--- src/lcq_pkg.sv ---
// Shared constants and types for the line clock qualifier
package lcq_pkg;

    // ==========================================================
    // Register map
    localparam logic [7:0] LCQ_CTRL_ADDR  = 8'h13;
    localparam logic [7:0] LCQ_CTRL_RESET = 8'h00;
    localparam logic [7:0] LCQ_UNMAPPED   = 8'h00;

    // ==========================================================
    // Control field positions
    localparam int LCQ_FREQ_SEL_BIT = 7;
    localparam int LCQ_DISABLE_BIT  = 6;
    localparam int LCQ_RP_LSB       = 4;
    localparam int LCQ_QC_LSB       = 2;
    localparam int LCQ_EB_LSB       = 0;

    // ==========================================================
    // Field encodings
    localparam logic [1:0] LCQ_QC_OFF     = 2'h0;
    localparam logic [1:0] LCQ_QC_ONE     = 2'h1;
    localparam logic [1:0] LCQ_QC_MID     = 2'h2;
    localparam logic [1:0] LCQ_EB_PER1    = 2'h0;
    localparam logic [1:0] LCQ_EB_PER2    = 2'h1;
    localparam logic [1:0] LCQ_EB_FIXED1  = 2'h2;
    localparam logic [1:0] LCQ_RP_2S      = 2'h0;
    localparam logic [1:0] LCQ_RP_4S      = 2'h1;
    localparam logic [1:0] LCQ_RP_8S      = 2'h2;

    // ==========================================================
    // Timebase figures
    localparam int XTAL_HZ    = 32768;
    localparam int LINE_HZ_60 = 60;
    localparam int LINE_HZ_50 = 50;

    localparam logic [14:0] LCQ_XTAL_HALF = 15'(XTAL_HZ / 2);
    localparam logic [5:0]  LCQ_HALF_60   = 6'(LINE_HZ_60 / 2);
    localparam logic [5:0]  LCQ_HALF_50   = 6'(LINE_HZ_50 / 2);

    // Line cycles measured per code
    localparam logic [3:0] LCQ_N_ONE = 4'h1;
    localparam logic [3:0] LCQ_N_60M = 4'h6;
    localparam logic [3:0] LCQ_N_60L = 4'hc;
    localparam logic [3:0] LCQ_N_50M = 4'h5;
    localparam logic [3:0] LCQ_N_50L = 4'ha;

    // Expected crystal count, rounded to nearest
    localparam logic [13:0] LCQ_EXP_60_1  = 14'((2*XTAL_HZ*1  + LINE_HZ_60) / (2*LINE_HZ_60));
    localparam logic [13:0] LCQ_EXP_60_6  = 14'((2*XTAL_HZ*6  + LINE_HZ_60) / (2*LINE_HZ_60));
    localparam logic [13:0] LCQ_EXP_60_12 = 14'((2*XTAL_HZ*12 + LINE_HZ_60) / (2*LINE_HZ_60));
    localparam logic [13:0] LCQ_EXP_50_1  = 14'((2*XTAL_HZ*1  + LINE_HZ_50) / (2*LINE_HZ_50));
    localparam logic [13:0] LCQ_EXP_50_5  = 14'((2*XTAL_HZ*5  + LINE_HZ_50) / (2*LINE_HZ_50));
    localparam logic [13:0] LCQ_EXP_50_10 = 14'((2*XTAL_HZ*10 + LINE_HZ_50) / (2*LINE_HZ_50));

    // Fixed budgets in crystal cycles
    localparam logic [4:0] LCQ_FIXED_ONE = 5'h01;
    localparam logic [4:0] LCQ_FIXED_TWO = 5'h02;

    // Recovery periods in seconds of crystal time
    localparam logic [4:0] LCQ_RECOV_2S  = 5'd2;
    localparam logic [4:0] LCQ_RECOV_4S  = 5'd4;
    localparam logic [4:0] LCQ_RECOV_8S  = 5'd8;
    localparam logic [4:0] LCQ_RECOV_16S = 5'd16;

    // ==========================================================
    // Qualifier states
    typedef enum logic [4:0] {
        LCQ_IDLE    = 5'b00001,
        LCQ_SYNC    = 5'b00010,
        LCQ_MEASURE = 5'b00100,
        LCQ_JUDGE   = 5'b01000,
        LCQ_RECOVER = 5'b10000
    } lcq_state_t;

endpackage : lcq_pkg

--- src/lcq_edge_sync.sv ---
// Two-stage pin synchroniser with rising edge pulse
`timescale 1ns/1ps

module lcq_edge_sync (
    // Clock and reset
    input  wire logic clock,
    input  wire logic sys_rst,
    // Pin and pulse
    input  wire logic pin_in,
    output logic      rise
);

    logic meta_reg;
    logic meta_next;
    logic sync_reg;
    logic sync_next;
    logic last_reg;
    logic last_next;
    logic rise_reg;
    logic rise_next;

    always_comb begin
        meta_next = pin_in;
        sync_next = meta_reg;
        last_next = sync_reg;
        rise_next = sync_reg & ~last_reg;
    end

    always_ff @(posedge clock or posedge sys_rst) begin
        if (sys_rst) begin
            meta_reg <= 1'b0;
            sync_reg <= 1'b0;
            last_reg <= 1'b0;
            rise_reg <= 1'b0;
        end else begin
            meta_reg <= meta_next;
            sync_reg <= sync_next;
            last_reg <= last_next;
            rise_reg <= rise_next;
        end
    end

    assign rise = rise_reg;

endmodule : lcq_edge_sync

--- src/lcq_line_clock_qualifier.sv ---
// Line clock qualifier against the crystal timebase, with fallback and retest
//
// Functional notes
// - Select bit: 0 is 60 Hz, 1 is 50 Hz
// - Disable bit 1 stops using line clock
// - Disabled: timekeeping and output from crystal only
// - Recovery code gives 2, 4, 8, 16 seconds
// - After failure, retest after recovery period
// - Cycle code picks 1, 6/5, 12/10 cycles
// - Cycle code zero: no qualification at all
// - Count crystal cycles within measured line cycles
// - Compare absolute count error against chosen budget
// - Error over budget sets fail, else clears
// - Budget codes 00/01: 1 or 2 per cycle
// - Budget codes 10/11: fixed 1 or 2 total
// - Failed qualification: 1 Hz output from crystal
`timescale 1ns/1ps

module lcq_line_clock_qualifier (
    // Clock and reset
    input  wire logic       clock,
    input  wire logic       sys_rst,
    // Clock pins
    input  wire logic       line_clk_pin,
    input  wire logic       xtal_clk_pin,
    // Register port
    input  wire logic [7:0] reg_addr,
    input  wire logic [7:0] reg_wdata,
    input  wire logic       reg_wr,
    input  wire logic       reg_rd,
    output logic      [7:0] reg_rdata,
    // Status and timebase
    output logic            line_clock_fail,
    output logic            use_line_clock,
    output logic            sec_tick,
    output logic            freq_output_pin
);

    // ==========================================================
    // Pin synchronisers
    logic line_rise;
    logic xtal_rise;

    lcq_edge_sync u_line_sync (
        .clock   (clock),
        .sys_rst (sys_rst),
        .pin_in  (line_clk_pin),
        .rise    (line_rise)
    );

    lcq_edge_sync u_xtal_sync (
        .clock   (clock),
        .sys_rst (sys_rst),
        .pin_in  (xtal_clk_pin),
        .rise    (xtal_rise)
    );

    // ==========================================================
    // Control register
    logic [7:0] ctrl_reg;
    logic [7:0] ctrl_next;
    logic [7:0] rdata_reg;
    logic [7:0] rdata_next;
    logic       addr_hit;

    always_comb begin
        addr_hit   = (reg_addr == lcq_pkg::LCQ_CTRL_ADDR);
        ctrl_next  = ctrl_reg;
        rdata_next = rdata_reg;
        if (reg_wr && addr_hit) begin
            ctrl_next = reg_wdata;
        end
        if (reg_rd) begin
            rdata_next = addr_hit ? ctrl_reg : lcq_pkg::LCQ_UNMAPPED;
        end
    end

    always_ff @(posedge clock or posedge sys_rst) begin
        if (sys_rst) begin
            ctrl_reg  <= lcq_pkg::LCQ_CTRL_RESET;
            rdata_reg <= lcq_pkg::LCQ_UNMAPPED;
        end else begin
            ctrl_reg  <= ctrl_next;
            rdata_reg <= rdata_next;
        end
    end

    // Field views
    logic       sel_50hz;
    logic       line_clock_disable;
    logic [1:0] recovery_period_sel;
    logic [1:0] qual_cycle_sel;
    logic [1:0] error_budget_sel;

    always_comb begin
        sel_50hz            = ctrl_reg[lcq_pkg::LCQ_FREQ_SEL_BIT];
        line_clock_disable  = ctrl_reg[lcq_pkg::LCQ_DISABLE_BIT];
        recovery_period_sel = ctrl_reg[lcq_pkg::LCQ_RP_LSB +: 2];
        qual_cycle_sel      = ctrl_reg[lcq_pkg::LCQ_QC_LSB +: 2];
        error_budget_sel    = ctrl_reg[lcq_pkg::LCQ_EB_LSB +: 2];
    end

    // ==========================================================
    // Measurement targets
    logic [3:0]  n_cycles;
    logic [13:0] exp_count;
    logic [4:0]  budget;
    logic [4:0]  recov_secs;
    logic [5:0]  line_half;
    logic [14:0] fail_limit;

    always_comb begin
        case (qual_cycle_sel)
            lcq_pkg::LCQ_QC_ONE: begin
                n_cycles  = lcq_pkg::LCQ_N_ONE;
                exp_count = sel_50hz ? lcq_pkg::LCQ_EXP_50_1 : lcq_pkg::LCQ_EXP_60_1;
            end
            lcq_pkg::LCQ_QC_MID: begin
                n_cycles  = sel_50hz ? lcq_pkg::LCQ_N_50M : lcq_pkg::LCQ_N_60M;
                exp_count = sel_50hz ? lcq_pkg::LCQ_EXP_50_5 : lcq_pkg::LCQ_EXP_60_6;
            end
            default: begin
                n_cycles  = sel_50hz ? lcq_pkg::LCQ_N_50L : lcq_pkg::LCQ_N_60L;
                exp_count = sel_50hz ? lcq_pkg::LCQ_EXP_50_10 : lcq_pkg::LCQ_EXP_60_12;
            end
        endcase
        case (error_budget_sel)
            lcq_pkg::LCQ_EB_PER1:   budget = {1'b0, n_cycles};
            lcq_pkg::LCQ_EB_PER2:   budget = {n_cycles, 1'b0};
            lcq_pkg::LCQ_EB_FIXED1: budget = lcq_pkg::LCQ_FIXED_ONE;
            default:                budget = lcq_pkg::LCQ_FIXED_TWO;
        endcase
        case (recovery_period_sel)
            lcq_pkg::LCQ_RP_2S: recov_secs = lcq_pkg::LCQ_RECOV_2S;
            lcq_pkg::LCQ_RP_4S: recov_secs = lcq_pkg::LCQ_RECOV_4S;
            lcq_pkg::LCQ_RP_8S: recov_secs = lcq_pkg::LCQ_RECOV_8S;
            default:            recov_secs = lcq_pkg::LCQ_RECOV_16S;
        endcase
        line_half  = sel_50hz ? lcq_pkg::LCQ_HALF_50 : lcq_pkg::LCQ_HALF_60;
        fail_limit = {1'b0, exp_count} + {10'h000, budget};
    end

    // ==========================================================
    // Timebases: crystal and line, each a 1 Hz square and a second pulse
    logic [14:0] xdiv_reg;
    logic [14:0] xdiv_next;
    logic        xphase_reg;
    logic        xphase_next;
    logic        xsec;
    logic [5:0]  ldiv_reg;
    logic [5:0]  ldiv_next;
    logic        lphase_reg;
    logic        lphase_next;
    logic        lsec;
    logic        tick_reg;
    logic        tick_next;
    logic        sqw_reg;
    logic        sqw_next;
    logic        line_src_reg;

    always_comb begin
        xdiv_next   = xdiv_reg;
        xphase_next = xphase_reg;
        xsec        = 1'b0;
        ldiv_next   = ldiv_reg;
        lphase_next = lphase_reg;
        lsec        = 1'b0;
        if (xtal_rise) begin
            if (xdiv_reg >= lcq_pkg::LCQ_XTAL_HALF - 15'h0001) begin
                xdiv_next   = 15'h0000;
                xphase_next = ~xphase_reg;
                xsec        = xphase_reg;
            end else begin
                xdiv_next = xdiv_reg + 15'h0001;
            end
        end
        // A changed frequency select keeps the count; a count past the new half ends it on the next line edge
        if (line_rise) begin
            if (ldiv_reg >= line_half - 6'h01) begin
                ldiv_next   = 6'h00;
                lphase_next = ~lphase_reg;
                lsec        = lphase_reg;
            end else begin
                ldiv_next = ldiv_reg + 6'h01;
            end
        end
        tick_next = line_src_reg ? lsec : xsec;
        sqw_next  = line_src_reg ? lphase_reg : xphase_reg;
    end

    always_ff @(posedge clock or posedge sys_rst) begin
        if (sys_rst) begin
            xdiv_reg   <= 15'h0000;
            xphase_reg <= 1'b0;
            ldiv_reg   <= 6'h00;
            lphase_reg <= 1'b0;
            tick_reg   <= 1'b0;
            sqw_reg    <= 1'b0;
        end else begin
            xdiv_reg   <= xdiv_next;
            xphase_reg <= xphase_next;
            ldiv_reg   <= ldiv_next;
            lphase_reg <= lphase_next;
            tick_reg   <= tick_next;
            sqw_reg    <= sqw_next;
        end
    end

    // ==========================================================
    // Qualification sequencer
    lcq_pkg::lcq_state_t state_reg;
    lcq_pkg::lcq_state_t state_next;
    logic [3:0]  lcnt_reg;
    logic [3:0]  lcnt_next;
    logic [13:0] xcnt_reg;
    logic [13:0] xcnt_next;
    logic [4:0]  rcnt_reg;
    logic [4:0]  rcnt_next;
    logic        fail_reg;
    logic        fail_next;
    logic        line_src_next;
    logic        qual_on;
    logic [13:0] abs_err;

    always_comb begin
        state_next    = state_reg;
        lcnt_next     = lcnt_reg;
        xcnt_next     = xcnt_reg;
        rcnt_next     = rcnt_reg;
        fail_next     = fail_reg;
        line_src_next = line_src_reg;
        qual_on       = ~line_clock_disable && (qual_cycle_sel != lcq_pkg::LCQ_QC_OFF);
        abs_err       = (xcnt_reg >= exp_count) ? (xcnt_reg - exp_count)
                                                : (exp_count - xcnt_reg);
        case (state_reg)
            lcq_pkg::LCQ_IDLE: begin
                fail_next     = 1'b0;
                line_src_next = ~line_clock_disable;
                if (qual_on) begin
                    state_next = lcq_pkg::LCQ_SYNC;
                end
            end
            lcq_pkg::LCQ_SYNC: begin
                // Window opens on a line edge so whole cycles are timed
                if (line_rise) begin
                    lcnt_next  = 4'h0;
                    xcnt_next  = 14'h0000;
                    state_next = lcq_pkg::LCQ_MEASURE;
                end
            end
            lcq_pkg::LCQ_MEASURE: begin
                if (xtal_rise && xcnt_reg != 14'h3fff) begin
                    xcnt_next = xcnt_reg + 14'h0001;
                end
                if (line_rise) begin
                    lcnt_next = lcnt_reg + 4'h1;
                    if (lcnt_reg + 4'h1 >= n_cycles) begin
                        state_next = lcq_pkg::LCQ_JUDGE;
                    end
                end
                // A dead line input must not hang the window
                if ({1'b0, xcnt_reg} > fail_limit) begin
                    state_next = lcq_pkg::LCQ_JUDGE;
                end
            end
            lcq_pkg::LCQ_JUDGE: begin
                if (abs_err > {9'h000, budget}) begin
                    fail_next     = 1'b1;
                    line_src_next = 1'b0;
                    rcnt_next     = 5'h00;
                    state_next    = lcq_pkg::LCQ_RECOVER;
                end else begin
                    fail_next     = 1'b0;
                    line_src_next = 1'b1;
                    state_next    = lcq_pkg::LCQ_SYNC;
                end
            end
            lcq_pkg::LCQ_RECOVER: begin
                if (xsec) begin
                    rcnt_next = rcnt_reg + 5'h01;
                    if (rcnt_reg + 5'h01 >= recov_secs) begin
                        state_next = lcq_pkg::LCQ_SYNC;
                    end
                end
            end
            default: begin
                state_next = lcq_pkg::LCQ_IDLE;
            end
        endcase
        if (!qual_on) begin
            state_next = lcq_pkg::LCQ_IDLE;
            fail_next  = 1'b0;
            if (line_clock_disable) begin
                line_src_next = 1'b0;
            end
        end
    end

    always_ff @(posedge clock or posedge sys_rst) begin
        if (sys_rst) begin
            state_reg    <= lcq_pkg::LCQ_IDLE;
            lcnt_reg     <= 4'h0;
            xcnt_reg     <= 14'h0000;
            rcnt_reg     <= 5'h00;
            fail_reg     <= 1'b0;
            line_src_reg <= 1'b0;
        end else begin
            state_reg    <= state_next;
            lcnt_reg     <= lcnt_next;
            xcnt_reg     <= xcnt_next;
            rcnt_reg     <= rcnt_next;
            fail_reg     <= fail_next;
            line_src_reg <= line_src_next;
        end
    end

    // ==========================================================
    // Outputs
    assign reg_rdata       = rdata_reg;
    assign line_clock_fail = fail_reg;
    assign use_line_clock  = line_src_reg;
    assign sec_tick        = tick_reg;
    assign freq_output_pin = sqw_reg;

endmodule : lcq_line_clock_qualifier

--- config.mk ---
export PLATFORM = sky130hd
export DESIGN_NAME = lcq_line_clock_qualifier
export DESIGN_NICKNAME = d
export VERILOG_FILES = /design/src/lcq_pkg.sv /design/src/lcq_edge_sync.sv /design/src/lcq_line_clock_qualifier.sv
export SDC_FILE = /design/constraint.sdc
export NUM_CORES = 1
export LEC_CHECK = 0
export ABC_AREA = 1
export BUFFER_PORTS_ARGS = -buffer_cell sky130_fd_sc_hd__buf_2
export CAP_MARGIN = 20
export CORE_MARGIN = 5
export CORE_UTILIZATION = 45
export CTS_CLUSTER_DIAMETER = 50
export CTS_CLUSTER_SIZE = 24
export DETAILED_ROUTE_END_ITERATION = 8
export GPL_TIMING_DRIVEN = 0
export PLACE_DENSITY = 0.69
export SLEW_MARGIN = 20
export SYNTH_ARGS = -nofsm -noshare
export SYNTH_HDL_FRONTEND = slang
export SYNTH_SLANG_ARGS = --single-unit
--- constraint.sdc ---
create_clock -name clock -period 7.6 [get_ports clock]
set_input_delay 1.14 -clock clock [delete_from_list [all_inputs] [get_ports clock]]
set_output_delay 1.14 -clock clock [all_outputs]
set_load 0.02 [all_outputs]
* After elaboration in Yosys (flattened, before gate mapping)
Index checks and enable logic that the tools add are counted.
** Cells by class
- Add/sub/neg operators :: 9
- Multipliers :: 0
- Div/mod/pow operators :: 0
- Magnitude comparators :: 7
- Equality and inequality tests :: 24
- Shift operators :: 0
- Muxes and demuxes :: 43
- Bitwise operators :: 7
- Reductions and logical operators :: 14
** Operators with widths (count)
- 5-bit 2-to-1 mux :: 10
- 14-bit 2-to-1 mux :: 3
- 5-bit one-hot mux with 3 select lines :: 2
- 14-bit one-hot mux with 2 select lines :: 1
- 14-bit subtractor :: 2
- 13-bit one-hot mux with 2 select lines :: 1
- 5-bit one-hot mux with 5 select lines :: 1
- 8-bit 2-to-1 mux :: 2
- 4-bit one-hot mux with 2 select lines :: 2
- 14-bit by 5-bit adder with 15-bit output :: 1
- 15-bit by 1-bit adder with 15-bit output, second input constant :: 1
- 15-bit by 14-bit >= comparator with 1-bit output, second input constant :: 1
- 14-bit by 15-bit greater-than comparator with 1-bit output :: 1
- 15-bit 2-to-1 mux :: 1
- 14-bit by 1-bit adder with 14-bit output, second input constant :: 1
- 14-bit >= comparator :: 1
- 14-bit by 5-bit greater-than comparator with 1-bit output :: 1
- 14-bit inequality test, second input constant :: 1
- 1-bit 2-to-1 mux :: 11
- 5-bit one-hot mux with 2 select lines :: 1
- 3-bit AND reduction :: 3
- 8-bit by 5-bit equality test with 1-bit output, second input constant :: 1
- 4-bit 2-to-1 mux :: 2
- 6-bit by 1-bit adder with 6-bit output, second input constant :: 1
- other kinds (31) :: 52
** Word-level totals
- Register bits after elaboration :: 79
- Bits in latches :: 0
- Bits in writable memories :: 0
- Bits in read-only memories :: 0
- Bits of input ports :: 22
- Memories kept :: 0

* Logic depth before layout (Yosys ltp)
- Depth in word-level cells :: 9
- Depth in mapped cells :: 30

* Cells and area by module
A second synthesis with hierarchy kept.
** Unflattened totals
- Cells, all modules :: 963
- Area total of the unflattened synthesis :: 6690.2 sq um
** By module, submodules not included
- lcq_line_clock_qualifier :: times used 1, cells each 949, area an instance 6462.4 sq um, seq. area each 1778.0 sq um
- lcq_edge_sync :: times used 2, cells each 7, area an instance 113.9 sq um, seq. area each 100.1 sq um

* Worst setup path after synthesis
OpenSTA, ideal clock, no wires.
- Kind :: flip-flop to flip-flop
- Start :: register ctrl_reg[2]
- End :: register rcnt_reg[0]
- Library setup time :: 0.117 ns
- Arrival time :: 3.994 ns
- Data required time :: 7.483 ns
- Path slack :: 3.489 ns
- Cell stages (with the launch flop) :: 28
- Period minus slack after synthesis :: 4.111 ns
- Path through :: dfrtp_1 inv_1 ha_1 inv_1 nor2_1 inv_1 ha_1 nand2_2 nor2_2 nand2_1 nor2_2 nor2_2 nand3_4 buf_8 mux2i_1 xor2_1 inv_1 ha_1 a21oi_1 nor2_1 o22ai_1 nand3_1 nor3_2 nand2_2 nand2_4 nand2_4 nand3_1 nand2_1
** Between the ends
- Cells in the longest elaborated chain, start to end :: 7
- Elaborated cells on any way between the ends :: 12
- Those cells by class :: add/sub: 2; order compare: 2; eq/ne: 3; mux: 4; reduce/logical: 1
** RTL lines
- start: declaration :: line lcq_line_clock_qualifier.sv:60 : logic [7:0] ctrl_reg;
- start signal: assignment :: line lcq_line_clock_qualifier.sv:80 : ctrl_reg <= lcq_pkg::LCQ_CTRL_RESET;
- start signal: assignment :: line lcq_line_clock_qualifier.sv:83 : ctrl_reg <= ctrl_next;
- 2-bit equality test / 2-bit by 1-bit equality test with 1-bit output (equally long branches) :: line lcq_line_clock_qualifier.sv:113 : case (qual_cycle_sel)
- 13-bit one-hot mux with 2 select lines :: line lcq_line_clock_qualifier.sv:113
- 14-bit subtractor (tied with other cells) :: line lcq_line_clock_qualifier.sv:234 : : (exp_count - xcnt_reg);
- 14-bit 2-to-1 mux :: line lcq_line_clock_qualifier.sv:233 : abs_err = (xcnt_reg >= exp_count) ? (xcnt_reg - exp_count)
- 14-bit by 5-bit greater-than comparator with 1-bit output (*) :: line lcq_line_clock_qualifier.sv:267 : if (abs_err > {9'h000, budget}) begin
- 2-bit inequality test (no line) (*)
- 3-bit AND reduction (no line) (*)
- end signal: assignment :: line lcq_line_clock_qualifier.sv:311 : rcnt_reg <= rcnt_next;
- end: declaration :: line lcq_line_clock_qualifier.sv:217 : logic [4:0] rcnt_reg;
Every way passes the cells marked *; elsewhere a longest branch is shown, timed or not.
A chain may end at the register's enable or synchronous reset.

* Worst setup path after layout
- Start :: register ctrl_reg[3]
- End :: register rcnt_reg[2]
The elaborated chain is that of the path after synthesis.

==> Flow_metrics.wiki <==
{| class="wikitable"
! Metric !! Value
|-
| Total of max-cap violations || 0
|-
| Multi-input gate area in the final layout || 0.00388 sq mm
|-
| Largest net degree at the start of global routing || 59
|-
| Later-pin clock latency in the skew report || 0.34 ns
|-
| Maximum fanout encountered on the critical timing path || 12
|-
| Synthesized Nets || 1,024
|-
| Number of pins with negative max-slew slack in the final report || 0
|-
| Starting DRT DRC Count || 320
|-
| Final number of setup-violating endpoints || 0
|-
| CTS tree || done
|-
| Worst max-slew margin expressed relative to the limit || 58.4%
|-
| Number of distinct library cells after synthesis || 51
|-
| Clock-pin slew of the registers on the worst-case setup and hold paths || 0.06 ns
|-
| Total clock buffers created by CTS || 9
|-
| Critical Path Slowest Stage Cell || ha_1
|-
| Gp weighted congestion || 0.883
|-
| Number of cells upsized or downsized after cts || 0
|-
| Total DRC errors in the routed layout || 0
|-
| Primary flip-flop cell chosen by synthesis mapping || dfrtp_1
|-
| Placement-stage worst setup slack || 2.07 ns
|-
| Final total negative setup slack || 0 ns
|-
| Port-buffer cells || 33
|-
| Number of filler instances in the final layout || 1,423
|-
| Area inside the core boundary || 0.0144 sq mm
|-
| Post-synthesis instance area || 0.00654 sq mm
|-
| Layout cells sized above 1 || 9.18%
|-
| Placed Instance Area || 0.00697 sq mm
|-
| Worst Path Required || 7.83 ns
|-
| Worst Tran Pin Value || 0.620 ns
|-
| Synth-to-layout area growth || 11.2%
|-
| DR vias || 5,784
|-
| Flip-flop and latch count after synthesis || 79
|-
| Delay contributed by the slowest stage of the critical path || 0.59 ns
|-
| Post-synthesis async set-or-reset flop share || 100%
|-
| Setup bufs post-CTS || 0
|-
| Clock root buffer || clkbuf_16
|-
| Die Span Y || 131 um
|-
| Cell row count || 44
|-
| Avg Vias per Cell || 4.97
|-
| Die area || 0.0170 sq mm
|-
| Number of hold violations in the final report || 0
|-
| Antenna violation net count after detailed routing || 0
|-
| Portion of the post-synthesis area used by sequential elements || 30.2%
|-
| TritonCTS sink count || 79
|-
| Final Routed Wirelength || 15.1 mm
|-
| Synth warn || 0
|-
| Critical path launch point type || register
|-
| Final Cycle Share || 72.6%
|-
| I/O pin count || 34
|-
| Gr usage total || 18.9%
|-
| Sequential Area || 0.00198 sq mm
|-
| Total power divided by cell area || 181 mW/mm^2
|-
| Number of buffers inserted by hold repair at cts || 0
|-
| Worst clock skew || 0.00944 ns
|-
| Diode count || 0
|-
| Horiz. Die Dim || 131 um
|-
| Count of flip-flops with a built-in enable after synthesis || 0
|-
| Peak supply drop || 0.124 mV
|-
| Number of flip-flops under the largest register name || 15
|-
| Library cell with the largest summed area after synthesis || dfrtp_1
|-
| Detailed-route wire length per cell || 13.0 um
|-
| Data arrival, critical path || 5.74 ns
|-
| Overflow left after global routing || 0
|-
| Worst hold path class || register to register
|-
| Portion of synthesized cell area occupied by the leading cell type || 29.8%
|-
| Effective utilization at floorplan || 45.5%
|-
| Via count of the first global-routing pass || 5,611
|-
| Fin Hold WS || 0.346 ns
|-
| Number of H-tree levels || 3
|-
| Leak Pwr || 3.88 nW
|-
| Number of instances in the synthesized netlist || 930
|-
| Top cells by instance count after synthesis || nand2_1, inv_1, dfrtp_1
|-
| First-pass DRT Iterations || 5
|-
| Most frequently used cell type in the post-synthesis netlist || nand2_1
|-
| CTS max path bufs || 2
|-
| Most area-consuming cells after synthesis || dfrtp_1, nand2_1, ha_1
|-
| Worst Slack Setup Final || 2.08 ns
|-
| Endpoint kind of the worst setup timing path || register
|-
| Final HPWL DP || 12.2 mm
|-
| Total power consumption of the routed design || 0.00131 W
|-
| Number of antenna violations at the first check in global routing || 0
|-
| Area of all placed cells without fillers || 0.00727 sq mm
|-
| Unrepaired setup endpoints after global routing || no
|-
| Critical path class || register to register
|-
| Post-Syn Area per Cell || 7.03 sq um
|-
| Status || finished clean
|-
| Achievable frequency || 181 MHz
|-
| First-pass GRT wire length || 26.0 mm
|-
| Final critical delay including setup and external delays || 5.52 ns
|-
| Fin nets || 1,069
|}
[metrics by stage]
step                utilization, %  instances
floorplan                        -        930
global placement              48.3       1147
detailed placement            48.5       1148
CTS                           50.6       1164
global route                  50.6       1164
finish                        50.6       1164
[worst paths after layout]
path	start	endpoint	slack, ns	cells past startpoint
max	ctrl_reg[3]	rcnt_reg[2]	2.08	28
min in group asynchronous	sys_rst	xdiv_reg[9]	0.76	2
max reg2reg	ctrl_reg[3]	rcnt_reg[2]	2.08	28
max in group asynchronous	sys_rst	state_reg[0]	6.24	3
min reg2reg	u_line_sync.meta_reg	u_line_sync.last_next	0.35	0
min	u_line_sync.meta_reg	u_line_sync.last_next	0.35	0
[final cells by class]
class                   instances  share of cell area, %
flip-flops and latches         79                   27.2
clock buffers                   9                   3.10
repair buffers                 34                   2.65
multi-input cells             674                   53.3
well taps                     184                   3.17
plain buffers                  11                  0.860
inverters                     166                   8.60
clock inverters                 7                   1.10
[cells in the final DEF, fill, tap and decap left out, types with 3 or more instances in the layout]
cell	count
nand2_1	261
inv_1	161
dfrtp_1	78
ha_1	69
nor2_1	68
nand3_1	62
a21oi_1	42
buf_2	35
o21ai_0	31
nand4_1	20
nor3_1	17
xor2_1	15
nand2_2	9
clkbuf_16	9
o31ai_1	8
nor2_2	7
clkbuf_1	7
xnor2_1	7
nor3b_1	5
o22ai_1	5
nor4_1	4
mux2i_1	4
a211oi_1	3
nor2_4	3
nand2_4	3
fa_1	3
[report_power, final]
group	leakage, nW	switching [W]	internal (W)	total [W]
sequential	1.03	0.0000349	0.000467	0.000502
combinational	2.70	0.000239	0.000128	0.000367
clock	0.148	0.000185	0.000259	0.000444
[per-layer routing]
metal	up-vias	share of wire (%)	track usage, %
met5	-	0	0
met2	85	47	31.7
met4	0	1.7	5.93
li1	3075	-	-
met3	17	3.0	2.44
met1	2607	49	25.6
[kinds of logic (layout without fill, tap and decap cells)]
| group | after synthesis | count (layout) | synth area share, % |
|---|---|---|---|
| xor gates and xnor gates | 22 | 22 | 2.95 |
| DFF | 79 | 79 | 30.2 |
| other | 1 | 1 | 0.0573 |
| buffers and inverters | 177 | 227 | 10.5 |
| adders and majority gates | 72 | 72 | 14.1 |
| and+or+nand+nor | 470 | 470 | 32.1 |
| muxes | 6 | 6 | 0.957 |
| AOI/OAI and AO/OA | 103 | 103 | 9.13 |
[worst max-delay path, delay by kind of cell, from the launching register on]
| kind | cells | cell delay, ns |
|---|---|---|
| multiplexers | 1 | 0.21 |
| buffers and inverters | 5 | 0.83 |
| XOR/XNOR | 1 | 0.33 |
| flip-flops | 1 | 0.37 |
| AND/OR/NAND/NOR | 18 | 2.34 |
| adder cells (fa/ha/maj) | 3 | 1.32 |
Note: power is estimated with default switching activity, not from simulation.
